$ cat config.mk
export PLATFORM = sky130hd
export DESIGN_NAME = timer16_capture_ctrl_regs
export DESIGN_NICKNAME = d
export VERILOG_FILES = /design/src/rtl/timer16_pkg.sv /design/src/rtl/capture_filter.sv /design/src/rtl/count_tick_gen.sv /design/src/rtl/timer16_capture_ctrl_regs.sv
export VERILOG_INCLUDE_DIRS = /design/src /design/src/rtl
export SDC_FILE = /design/constraint.sdc
export NUM_CORES = 1
export LEC_CHECK = 0
export BUFFER_PORTS_ARGS = -buffer_cell sky130_fd_sc_hd__clkbuf_2
export CORE_MARGIN = 8
export CORE_UTILIZATION = 40
export DETAILED_ROUTE_END_ITERATION = 16
export PLACE_DENSITY_LB_ADDON = 0.08
export SLEW_MARGIN = 20
export SYNTH_ARGS = -nofsm -noshare
export SYNTH_HDL_FRONTEND = slang
export SYNTH_SLANG_ARGS = --single-unit
$ cat constraint.sdc
create_clock -name pclk -period 6.25 [get_ports pclk]
set_input_delay 1.25 -clock pclk [delete_from_list [all_inputs] [get_ports pclk]]
set_output_delay 1.25 -clock pclk [all_outputs]
set_load 0.01 [all_outputs]
$ cat src/rtl/timer16_consts.svh
// register indices, field positions, reset values and counts of the timer slice
// assumes it is included by bare name from the timer rtl files
`ifndef TIMER16_CONSTS_SVH
`define TIMER16_CONSTS_SVH

// ==========================================================
// register indices (byte address is four times the index)
`define IDX_CTRL_A 10'h080
`define IDX_CTRL_B 10'h081
`define IDX_FORCE 10'h082
`define IDX_CNT_LO 10'h084
`define IDX_CNT_HI 10'h085
`define IDX_CAP_LO 10'h086
`define IDX_CAP_HI 10'h087
`define IDX_CMPA_LO 10'h088
`define IDX_CMPA_HI 10'h089
`define IDX_AUX 10'h090

// ==========================================================
// reset values and masks
`define RST_BYTE 8'h00
`define RST_WORD 16'h0000
`define RST_DATA 32'h00000000
`define CTRL_B_MASK 8'hDF

// ==========================================================
// field positions
`define B_FILT_EN 7
`define B_EDGE_SEL 6
`define B_WGM3 4
`define B_WGM2 3
`define CS_HI 2
`define CS_LO 0
`define B_FORCE_A 7
`define B_FORCE_B 6
`define COMA_HI 7
`define COMA_LO 6
`define COMB_HI 5
`define COMB_LO 4
`define WGM_HI 1
`define WGM_LO 0
`define B_AUX_FLAG 0
`define B_AUX_SRC 1

// ==========================================================
// counter tops and prescaler tap masks
`define TOP_8 16'h00FF
`define TOP_9 16'h01FF
`define TOP_10 16'h03FF
`define TOP_MAX 16'hFFFF
`define ONE_WORD 16'h0001
`define DIV8_M 10'h007
`define DIV64_M 10'h03F
`define DIV256_M 10'h0FF
`define DIV1024_M 10'h3FF
`define PRE_ONE 10'h001
`define FILT_LEN 4

`endif

$ cat src/rtl/timer16_pkg.sv
// types shared by the timer slice
// assumes nothing beyond a SystemVerilog compiler
package timer16_pkg;

  // ==========================================================
  // enumerations
  typedef enum logic [2:0] {
    cs_stop = 3'b000,
    cs_div1 = 3'b001,
    cs_div8 = 3'b010,
    cs_div64 = 3'b011,
    cs_div256 = 3'b100,
    cs_div1024 = 3'b101,
    cs_ext_fall = 3'b110,
    cs_ext_rise = 3'b111
  } clk_sel_type;

  typedef enum logic [3:0] {
    wm_normal = 4'b0000, wm_pc8 = 4'b0001, wm_pc9 = 4'b0010, wm_pc10 = 4'b0011,
    wm_ctc_a = 4'b0100, wm_fast8 = 4'b0101, wm_fast9 = 4'b0110, wm_fast10 = 4'b0111,
    wm_pfc_i = 4'b1000, wm_pfc_a = 4'b1001, wm_pc_i = 4'b1010, wm_pc_a = 4'b1011,
    wm_ctc_i = 4'b1100, wm_rsvd = 4'b1101, wm_fast_i = 4'b1110, wm_fast_a = 4'b1111
  } wave_mode_type;

  typedef enum logic [1:0] {
    oa_none = 2'b00,
    oa_toggle = 2'b01,
    oa_clear = 2'b10,
    oa_set = 2'b11
  } out_act_type;

endpackage

$ cat src/rtl/capture_filter.sv
// capture input noise filter: four equal samples needed to change the level
// assumes src is already synchronous to pclk
`include "timer16_consts.svh"

module capture_filter (
  input wire logic pclk,
  input wire logic presetn,
  input wire logic src,
  input wire logic filt_en,
  output logic level
);

  // ==========================================================
  // sample history and level
  logic [`FILT_LEN-1:0] hist_q;
  logic level_q;
  logic all_hi;
  logic all_lo;
  logic filt_next;

  assign all_hi = &hist_q;
  assign all_lo = ~|hist_q;
  assign filt_next = all_hi ? 1'b1 : (all_lo ? 1'b0 : level_q);
  assign level = level_q;

  // unfiltered path shares the level flop so both modes differ by exactly the history
  always_ff @(posedge pclk or negedge presetn) begin
    if (!presetn) begin
      hist_q <= '0;
      level_q <= 1'b0;
    end else begin
      hist_q <= {hist_q[`FILT_LEN-2:0], src};
      level_q <= filt_en ? filt_next : src;
    end
  end
endmodule

$ cat src/rtl/count_tick_gen.sv
// counting clock enable: prescaler taps or external pin edges
// assumes ext_pin is synchronous to pclk
`include "timer16_consts.svh"

module count_tick_gen (
  input wire logic pclk,
  input wire logic presetn,
  input wire timer16_pkg::clk_sel_type clk_sel,
  input wire logic ext_pin,
  output logic tick
);

  // ==========================================================
  // prescaler and edge detect
  logic [9:0] pre_q;
  logic ext_prev_q;
  logic [9:0] mask;
  logic div_hit;
  logic ext_rise;
  logic ext_fall;

  // free running, so a new tap may fire early on its first period
  always_ff @(posedge pclk or negedge presetn) begin
    if (!presetn) begin
      pre_q <= '0;
      ext_prev_q <= 1'b0;
    end else begin
      pre_q <= pre_q + `PRE_ONE;
      ext_prev_q <= ext_pin;
    end
  end

  assign mask = (clk_sel == timer16_pkg::cs_div8) ? `DIV8_M :
                (clk_sel == timer16_pkg::cs_div64) ? `DIV64_M :
                (clk_sel == timer16_pkg::cs_div256) ? `DIV256_M : `DIV1024_M;
  assign div_hit = (pre_q & mask) == mask;
  assign ext_rise = ext_pin & ~ext_prev_q;
  assign ext_fall = ~ext_pin & ext_prev_q;
  assign tick = (clk_sel == timer16_pkg::cs_stop) ? 1'b0 :
                (clk_sel == timer16_pkg::cs_div1) ? 1'b1 :
                (clk_sel == timer16_pkg::cs_ext_fall) ? ext_fall :
                (clk_sel == timer16_pkg::cs_ext_rise) ? ext_rise : div_hit;
endmodule

$ cat src/rtl/timer16_capture_ctrl_regs.sv
// control, capture and byte-paired register slice of a 16-bit timer
// assumes an APB master on pclk and capture, count pins synchronous to pclk
//
// The implementer's own choice: the APB register port.
`include "timer16_consts.svh"

// What this block does
// - filter changes after four equal samples
// - filter delays capture by exactly four cycles
// - edge select: zero falling, one rising
// - capture copies count and sets flag
// - capture pin ignored when capture is top
// - clock select stop or divide 1..1024
// - codes six, seven count external pin edges
// - force strobes ignored in PWM modes
// - force applies compare action from output mode
// - force sets no flag, never clears counter
// - force bits are strobes, read zero
// - high byte sits at base plus one
// - shared high byte latch makes access atomic
// - count write suppresses next compare match
// - capture source pin or comparator output
// - upper mode bits in control register B
// - flag cleared by vector or one written
module timer16_capture_ctrl_regs (
  input wire logic pclk,
  input wire logic presetn,
  input wire logic psel,
  input wire logic penable,
  input wire logic pwrite,
  input wire logic [11:0] paddr,
  input wire logic [31:0] pwdata,
  output logic [31:0] prdata,
  output logic pready,
  output logic pslverr,
  input wire logic capture_pin,
  input wire logic comparator_out,
  input wire logic ext_count_pin,
  input wire logic capture_vector_ack,
  output logic wave_out_a,
  output logic wave_out_b,
  output logic capture_flag,
  output logic cmp_a_match
);

  // ==========================================================
  // functions
  function automatic logic hit(input logic [9:0] idx, input logic [9:0] target);
    hit = (idx == target);
  endfunction

  function automatic logic wave_next(input timer16_pkg::out_act_type act, input logic cur);
    case (act)
      timer16_pkg::oa_toggle: wave_next = ~cur;
      timer16_pkg::oa_clear: wave_next = 1'b0;
      timer16_pkg::oa_set: wave_next = 1'b1;
      default: wave_next = cur;
    endcase
  endfunction

  function automatic logic is_pwm(input timer16_pkg::wave_mode_type m);
    case (m)
      timer16_pkg::wm_normal: is_pwm = 1'b0;
      timer16_pkg::wm_ctc_a: is_pwm = 1'b0;
      timer16_pkg::wm_ctc_i: is_pwm = 1'b0;
      timer16_pkg::wm_rsvd: is_pwm = 1'b0;
      default: is_pwm = 1'b1;
    endcase
  endfunction

  function automatic logic top_is_capture(input timer16_pkg::wave_mode_type m);
    case (m)
      timer16_pkg::wm_pfc_i: top_is_capture = 1'b1;
      timer16_pkg::wm_pc_i: top_is_capture = 1'b1;
      timer16_pkg::wm_ctc_i: top_is_capture = 1'b1;
      timer16_pkg::wm_fast_i: top_is_capture = 1'b1;
      default: top_is_capture = 1'b0;
    endcase
  endfunction

  // ==========================================================
  // state
  logic [7:0] ctrl_a_q;
  logic [7:0] ctrl_b_q;
  logic [15:0] count_q;
  logic [15:0] count_d;
  logic [15:0] cap_q;
  logic [15:0] cap_d;
  logic [15:0] cmpa_q;
  logic [7:0] latch_q;
  logic [7:0] latch_d;
  logic [7:0] snap_q;
  logic flag_q;
  logic flag_d;
  logic src_sel_q;
  logic suppress_q;
  logic suppress_d;
  logic wave_a_q;
  logic wave_a_d;
  logic wave_b_q;
  logic wave_b_d;
  logic match_q;
  logic cap_prev_q;
  logic [31:0] prdata_q;
  logic pready_q;
  logic pslverr_q;

  // ==========================================================
  // bus decode
  logic setup;
  logic acc;
  logic wr;
  logic rd_acc;
  logic [9:0] widx;
  logic [7:0] wbyte;
  logic sel_ctrl_a;
  logic sel_ctrl_b;
  logic sel_force;
  logic sel_cnt_lo;
  logic sel_cnt_hi;
  logic sel_cap_lo;
  logic sel_cap_hi;
  logic sel_cmpa_lo;
  logic sel_cmpa_hi;
  logic sel_aux;
  logic sel_lo;
  logic sel_hi;
  logic mapped;
  logic [31:0] rd_word;
  logic [7:0] snap_hi;
  logic [15:0] wr_word;

  assign setup = psel & ~penable;
  assign acc = psel & penable & pready_q;
  assign wr = acc & pwrite;
  assign rd_acc = acc & ~pwrite;
  assign widx = paddr[11:2];
  assign wbyte = pwdata[7:0];
  assign sel_ctrl_a = hit(widx, `IDX_CTRL_A);
  assign sel_ctrl_b = hit(widx, `IDX_CTRL_B);
  assign sel_force = hit(widx, `IDX_FORCE);
  assign sel_cnt_lo = hit(widx, `IDX_CNT_LO);
  assign sel_cnt_hi = hit(widx, `IDX_CNT_HI);
  assign sel_cap_lo = hit(widx, `IDX_CAP_LO);
  assign sel_cap_hi = hit(widx, `IDX_CAP_HI);
  assign sel_cmpa_lo = hit(widx, `IDX_CMPA_LO);
  assign sel_cmpa_hi = hit(widx, `IDX_CMPA_HI);
  assign sel_aux = hit(widx, `IDX_AUX);
  assign sel_lo = sel_cnt_lo | sel_cap_lo | sel_cmpa_lo;
  assign sel_hi = sel_cnt_hi | sel_cap_hi | sel_cmpa_hi;
  assign mapped = sel_ctrl_a | sel_ctrl_b | sel_force | sel_lo | sel_hi | sel_aux;

  // high bytes read back the latch, not the live register
  assign rd_word = sel_ctrl_a ? {24'h000000, ctrl_a_q} :
                   sel_ctrl_b ? {24'h000000, ctrl_b_q} :
                   sel_cnt_lo ? {24'h000000, count_q[7:0]} :
                   sel_cap_lo ? {24'h000000, cap_q[7:0]} :
                   sel_cmpa_lo ? {24'h000000, cmpa_q[7:0]} :
                   sel_hi ? {24'h000000, latch_q} :
                   sel_aux ? {30'h00000000, src_sel_q, flag_q} : `RST_DATA;

  // high byte is snapped with the low byte so both come from one instant
  assign snap_hi = sel_cnt_lo ? count_q[15:8] :
                   sel_cap_lo ? cap_q[15:8] :
                   sel_cmpa_lo ? cmpa_q[15:8] : latch_q;

  assign latch_d = (wr & sel_hi) ? wbyte :
                   (rd_acc & sel_lo) ? snap_q : latch_q;
  assign wr_word = {latch_q, wbyte};

  // ==========================================================
  // mode decode
  timer16_pkg::wave_mode_type wmode;
  timer16_pkg::clk_sel_type csel;
  timer16_pkg::out_act_type act_a;
  timer16_pkg::out_act_type act_b;
  logic pwm;
  logic top_cap;
  logic [15:0] top;
  logic tick;

  assign wmode = timer16_pkg::wave_mode_type'({ctrl_b_q[`B_WGM3], ctrl_b_q[`B_WGM2],
                                               ctrl_a_q[`WGM_HI:`WGM_LO]});
  assign csel = timer16_pkg::clk_sel_type'(ctrl_b_q[`CS_HI:`CS_LO]);
  assign act_a = timer16_pkg::out_act_type'(ctrl_a_q[`COMA_HI:`COMA_LO]);
  assign act_b = timer16_pkg::out_act_type'(ctrl_a_q[`COMB_HI:`COMB_LO]);
  assign pwm = is_pwm(wmode);
  assign top_cap = top_is_capture(wmode);

  // single-slope counting only; dual-slope direction lives in the waveform unit
  assign top = (wmode == timer16_pkg::wm_pc8 || wmode == timer16_pkg::wm_fast8) ? `TOP_8 :
               (wmode == timer16_pkg::wm_pc9 || wmode == timer16_pkg::wm_fast9) ? `TOP_9 :
               (wmode == timer16_pkg::wm_pc10 || wmode == timer16_pkg::wm_fast10) ? `TOP_10 :
               top_cap ? cap_q :
               (wmode == timer16_pkg::wm_normal || wmode == timer16_pkg::wm_rsvd) ? `TOP_MAX :
               cmpa_q;

  count_tick_gen u_tick (
    .pclk(pclk),
    .presetn(presetn),
    .clk_sel(csel),
    .ext_pin(ext_count_pin),
    .tick(tick)
  );

  // ==========================================================
  // counter and compare A
  logic cnt_wr;
  logic match_a;
  logic force_a;
  logic force_b;

  assign cnt_wr = wr & sel_cnt_lo;
  assign match_a = tick & ~suppress_q & (count_q == cmpa_q);
  assign count_d = cnt_wr ? wr_word :
                   tick ? ((count_q == top) ? `RST_WORD : count_q + `ONE_WORD) : count_q;
  assign suppress_d = cnt_wr ? 1'b1 : (tick ? 1'b0 : suppress_q);

  // force only touches the wave outputs: no match pulse, no counter clear
  assign force_a = wr & sel_force & wbyte[`B_FORCE_A] & ~pwm;
  assign force_b = wr & sel_force & wbyte[`B_FORCE_B] & ~pwm;
  assign wave_a_d = force_a ? wave_next(act_a, wave_a_q) :
                    (match_a & ~pwm) ? wave_next(act_a, wave_a_q) : wave_a_q;
  assign wave_b_d = force_b ? wave_next(act_b, wave_b_q) : wave_b_q;

  // ==========================================================
  // capture path
  logic cap_src;
  logic cap_level;
  logic cap_edge;
  logic cap_evt;
  logic flag_clr;

  assign cap_src = src_sel_q ? comparator_out : capture_pin;

  capture_filter u_filt (
    .pclk(pclk),
    .presetn(presetn),
    .src(cap_src),
    .filt_en(ctrl_b_q[`B_FILT_EN]),
    .level(cap_level)
  );

  assign cap_edge = ctrl_b_q[`B_EDGE_SEL] ? (cap_level & ~cap_prev_q) :
                    (~cap_level & cap_prev_q);
  assign cap_evt = cap_edge & ~top_cap;
  // a capture beats a software write landing in the same cycle
  assign cap_d = cap_evt ? count_q :
                 (wr & sel_cap_lo) ? wr_word : cap_q;
  assign flag_clr = capture_vector_ack | (wr & sel_aux & wbyte[`B_AUX_FLAG]);
  assign flag_d = cap_evt | (flag_q & ~flag_clr);

  // ==========================================================
  // registers
  always_ff @(posedge pclk or negedge presetn) begin
    if (!presetn) begin
      ctrl_a_q <= `RST_BYTE;
      ctrl_b_q <= `RST_BYTE;
      cmpa_q <= `RST_WORD;
      src_sel_q <= 1'b0;
    end else if (wr) begin
      if (sel_ctrl_a) begin
        ctrl_a_q <= wbyte;
      end else if (sel_ctrl_b) begin
        ctrl_b_q <= wbyte & `CTRL_B_MASK;
      end else if (sel_cmpa_lo) begin
        cmpa_q <= wr_word;
      end else if (sel_aux) begin
        src_sel_q <= wbyte[`B_AUX_SRC];
      end
    end
  end

  always_ff @(posedge pclk or negedge presetn) begin
    if (!presetn) begin
      count_q <= `RST_WORD;
      cap_q <= `RST_WORD;
      latch_q <= `RST_BYTE;
      flag_q <= 1'b0;
      suppress_q <= 1'b0;
      cap_prev_q <= 1'b0;
    end else begin
      count_q <= count_d;
      cap_q <= cap_d;
      latch_q <= latch_d;
      flag_q <= flag_d;
      suppress_q <= suppress_d;
      cap_prev_q <= cap_level;
    end
  end

  always_ff @(posedge pclk or negedge presetn) begin
    if (!presetn) begin
      wave_a_q <= 1'b0;
      wave_b_q <= 1'b0;
      match_q <= 1'b0;
    end else begin
      wave_a_q <= wave_a_d;
      wave_b_q <= wave_b_d;
      match_q <= match_a;
    end
  end

  // read data is prepared in the setup cycle, so the access phase never waits
  always_ff @(posedge pclk or negedge presetn) begin
    if (!presetn) begin
      prdata_q <= `RST_DATA;
      snap_q <= `RST_BYTE;
      pready_q <= 1'b0;
      pslverr_q <= 1'b0;
    end else begin
      pready_q <= setup;
      pslverr_q <= setup & ~mapped;
      if (setup) begin
        prdata_q <= pwrite ? `RST_DATA : rd_word;
        snap_q <= snap_hi;
      end
    end
  end

  assign prdata = prdata_q;
  assign pready = pready_q;
  assign pslverr = pslverr_q;
  assign wave_out_a = wave_a_q;
  assign wave_out_b = wave_b_q;
  assign capture_flag = flag_q;
  assign cmp_a_match = match_q;
endmodule

==> reports/metrics.cfg <==
[timing]
min_period_ns = 3.79
grt_setup_unrepaired = no
setup_ws_ns = 2.46
min_period_over_period = 0.606
setup_viol = 0
fin_setup_tns_ns = 0
fmax_ghz = 0.264
maxSlewHeadroom = 0.309
worstMarginPinSlew_ns = 1.03
hold_viol_final = 0
finalClockSkew_ns = 0.00993
slew_viol_final = 0

[clocking]
insertion_delay_ns = 0.36
cts_sinks = 112
clockBufferDepth = 2
holdBufCountCts = 0
cts-buffers-inserted = 9
cts-root-buf = clkbuf_16
postCtsSetupRepairBufs = 0
clk_pin_slew_ns = 0.08
htreeDepth = 3
post_cts_resized = 0
cts_tree = done

[global_routing]
overflow = 0
grt_pass1_wl_mm = 34.7
antenna_found_initial = 0
grt_use_total = 0.204
grt_max_degree = 75
grt_pass1_vias = 5792

[synthesis]
yosys_warnings = 0
netlist_top_cells_area = dfrtp_1 40%, mux2_2 4.8%, a21oi_1 4.6%, nor2_1 3.9%, mux2i_1 3.3%
synth_edf_count = 0
yosys.area.top_type = dfrtp_1
synth_area_per_cell_um2 = 9.09
ys_async_sr_fraction = 1.00
ys_types = 76
synthMostInstantiatedCell = dfrtp_1
ys_ff_latch = 112
ys.flop_type = dfrtp_1
ys_seq_area_frac = 0.396
synthTopCellsByCount = 112 x dfrtp_1, 74 x nor2_1, 65 x a21oi_1
synthCells = 779
syn_area_um2 = 7080
yosysTopAreaCellShare = 0.396

[critical_path]
slowest_stage = o21ai_2
cp_data_required_time_ns = 6.54
critPathTopFamily = simple AND/OR/NAND/NOR gates
endpoint_kind = flip-flop
crit_arrival_ns = 4.07
path_class = input port to flip-flop
crit_path_max_incr_delay_ns = 0.58
regToRegSetupSlack_ns = 2.80
worst-path-buf-inv = 2
path_cells = clkbuf_2 > or4b_4 > or2_1 > nor3_4 > nand3_2 > o21ai_2 > buf_4 > nor2_1 > a21oi_1
worstPathMaxFanout = 22
start_kind = input port

[final_layout]
fin_cells = 1012
diodes = 0
final_area_um2 = 7530
drive_above_1_share = 0.156
nets = 837
area_growth_pct = 6.43

[power]
clockPowerShare = 0.410
switchingPower_mw = 0.401
power.leakage_nw = 3.51
powerDensity_nw_per_um2 = 198
p_sw_frac = 0.268
pwr-share-comb = 0.075
pwr-share-seq = 0.514
p_total_mw = 1.50
vdd.ir_drop.worst_v = 0.000125
p_int_mw = 1.09

[placement]
post-place-ws_ns = 2.11
portBuffers = 40
gp_congestion = 0.942
placed_cells = 996
placed_area_um2 = 7230
hpwlAfterDp_mm = 16.3

[routing]
wl_per_cell_um = 22.0
vias = 5969
dr.pass1.iters = 5
vias_per_cell = 5.90
ant_nets = 0
drt-total-wl_mm = 22.3
dr.first_iter.drc_count = 523
drc = 0

[outcome]
status = finished, final reports clean

[run]
max_cap_violations = 0

[floorplanning]
fp.dieH_um = 149
start_util = 0.409
num_rows = 48
pin_count = 91
design.core.area_um2 = 17300
die_w_um = 149
die_area_um2 = 22200

[hold_path]
hold_class = flip-flop to flip-flop

-- routing by layer --
layer / routed length (um) / GRT usage / vias to the layer above
met5: 0 / 0 / -
met4: 375 / 0.0581 / 0
met3: 1290 / 0.0306 / 22
met2: 9980 / 0.312 / 198
met1: 10600 / 0.293 / 2980
li1: - / - / 2769
-- through the flow --
stage,hold WS [ns],util
final,0.377,0.436
after floorplan,0.348,-
after global placement,0.354,0.418
after global routing,0.382,0.436
after CTS,0.373,0.436
after detailed placement,0.359,0.418
-- state kept, by name, indices dropped and copies added, names as in the netlist, 4 cells and up --
register and flops:
prdata 8, snap_q 8, u_filt.hist_q 4, count_q 16, cmpa_q 16, ctrl_a_q 8
ctrl_b_q 7, cap_q 16, latch_q 8, u_tick.pre_q 10
-- power groups by stage --
stage / logic (mW) / registers, mW / clock network [mW]
after floorplan: 0.0947 / 0.757 / 0
final: 0.112 / 0.769 / 0.614
after global routing: 0.125 / 0.771 / 0.653
after detailed placement: 0.112 / 0.782 / 0
after global placement: 0.110 / 0.781 / 0
after CTS: 0.112 / 0.767 / 0.626
-- cell families after synthesis --
| group | Yosys count | synth area share |
|---|---|---|
| XOR/XNOR | 33 | 0.0408 |
| multiplexers | 53 | 0.0803 |
| AND/OR/NAND/NOR | 264 | 0.198 |
| flip-flops | 112 | 0.396 |
| AO/OA/AOI/OAI | 215 | 0.203 |
| buffers and inverters | 99 | 0.0772 |
| other | 1 | 0.000530 |
| adder cells (fa/ha/maj) | 2 | 0.00353 |
-- final cells by class --
type	count	area (um2)
clock buffers	10	229
repair buffers	45	240
inverters	23	86.3
multi-input cells	591	3820
well taps	225	282
clock inverters	6	75.1
fillers	1713	9760
flip-flops and latches	112	2800
-- cell usage in the layout (no fill, tap or decap), drive strengths merged, types with 18 or more instances in the layout --
cell type / count
conb: 24
mux2: 30
nand3: 18
a21oi: 66
inv: 26
nand2: 60
nor3: 23
nor2: 75
o21ai: 48
xor2: 23
and3: 18
clkbuf: 49
nand2b: 21
dfrtp: 112
mux2i: 23
-- final timing paths --
path	start	end	depth (start not counted)
hold reg to reg	u_filt.hist_q[1]	u_filt.hist_q[2]	0
setup / recovery	paddr[7]	cap_q[10]	9
min in group asynchronous	presetn	u_tick.pre_q[7]	1
setup reg to reg	ctrl_a_q[0]	count_q[15]	9
hold / removal	u_filt.hist_q[1]	u_filt.hist_q[2]	0
max in group asynchronous	presetn	cmpa_q[14]	2
No activity file was read; power rests on OpenSTA's default activity.
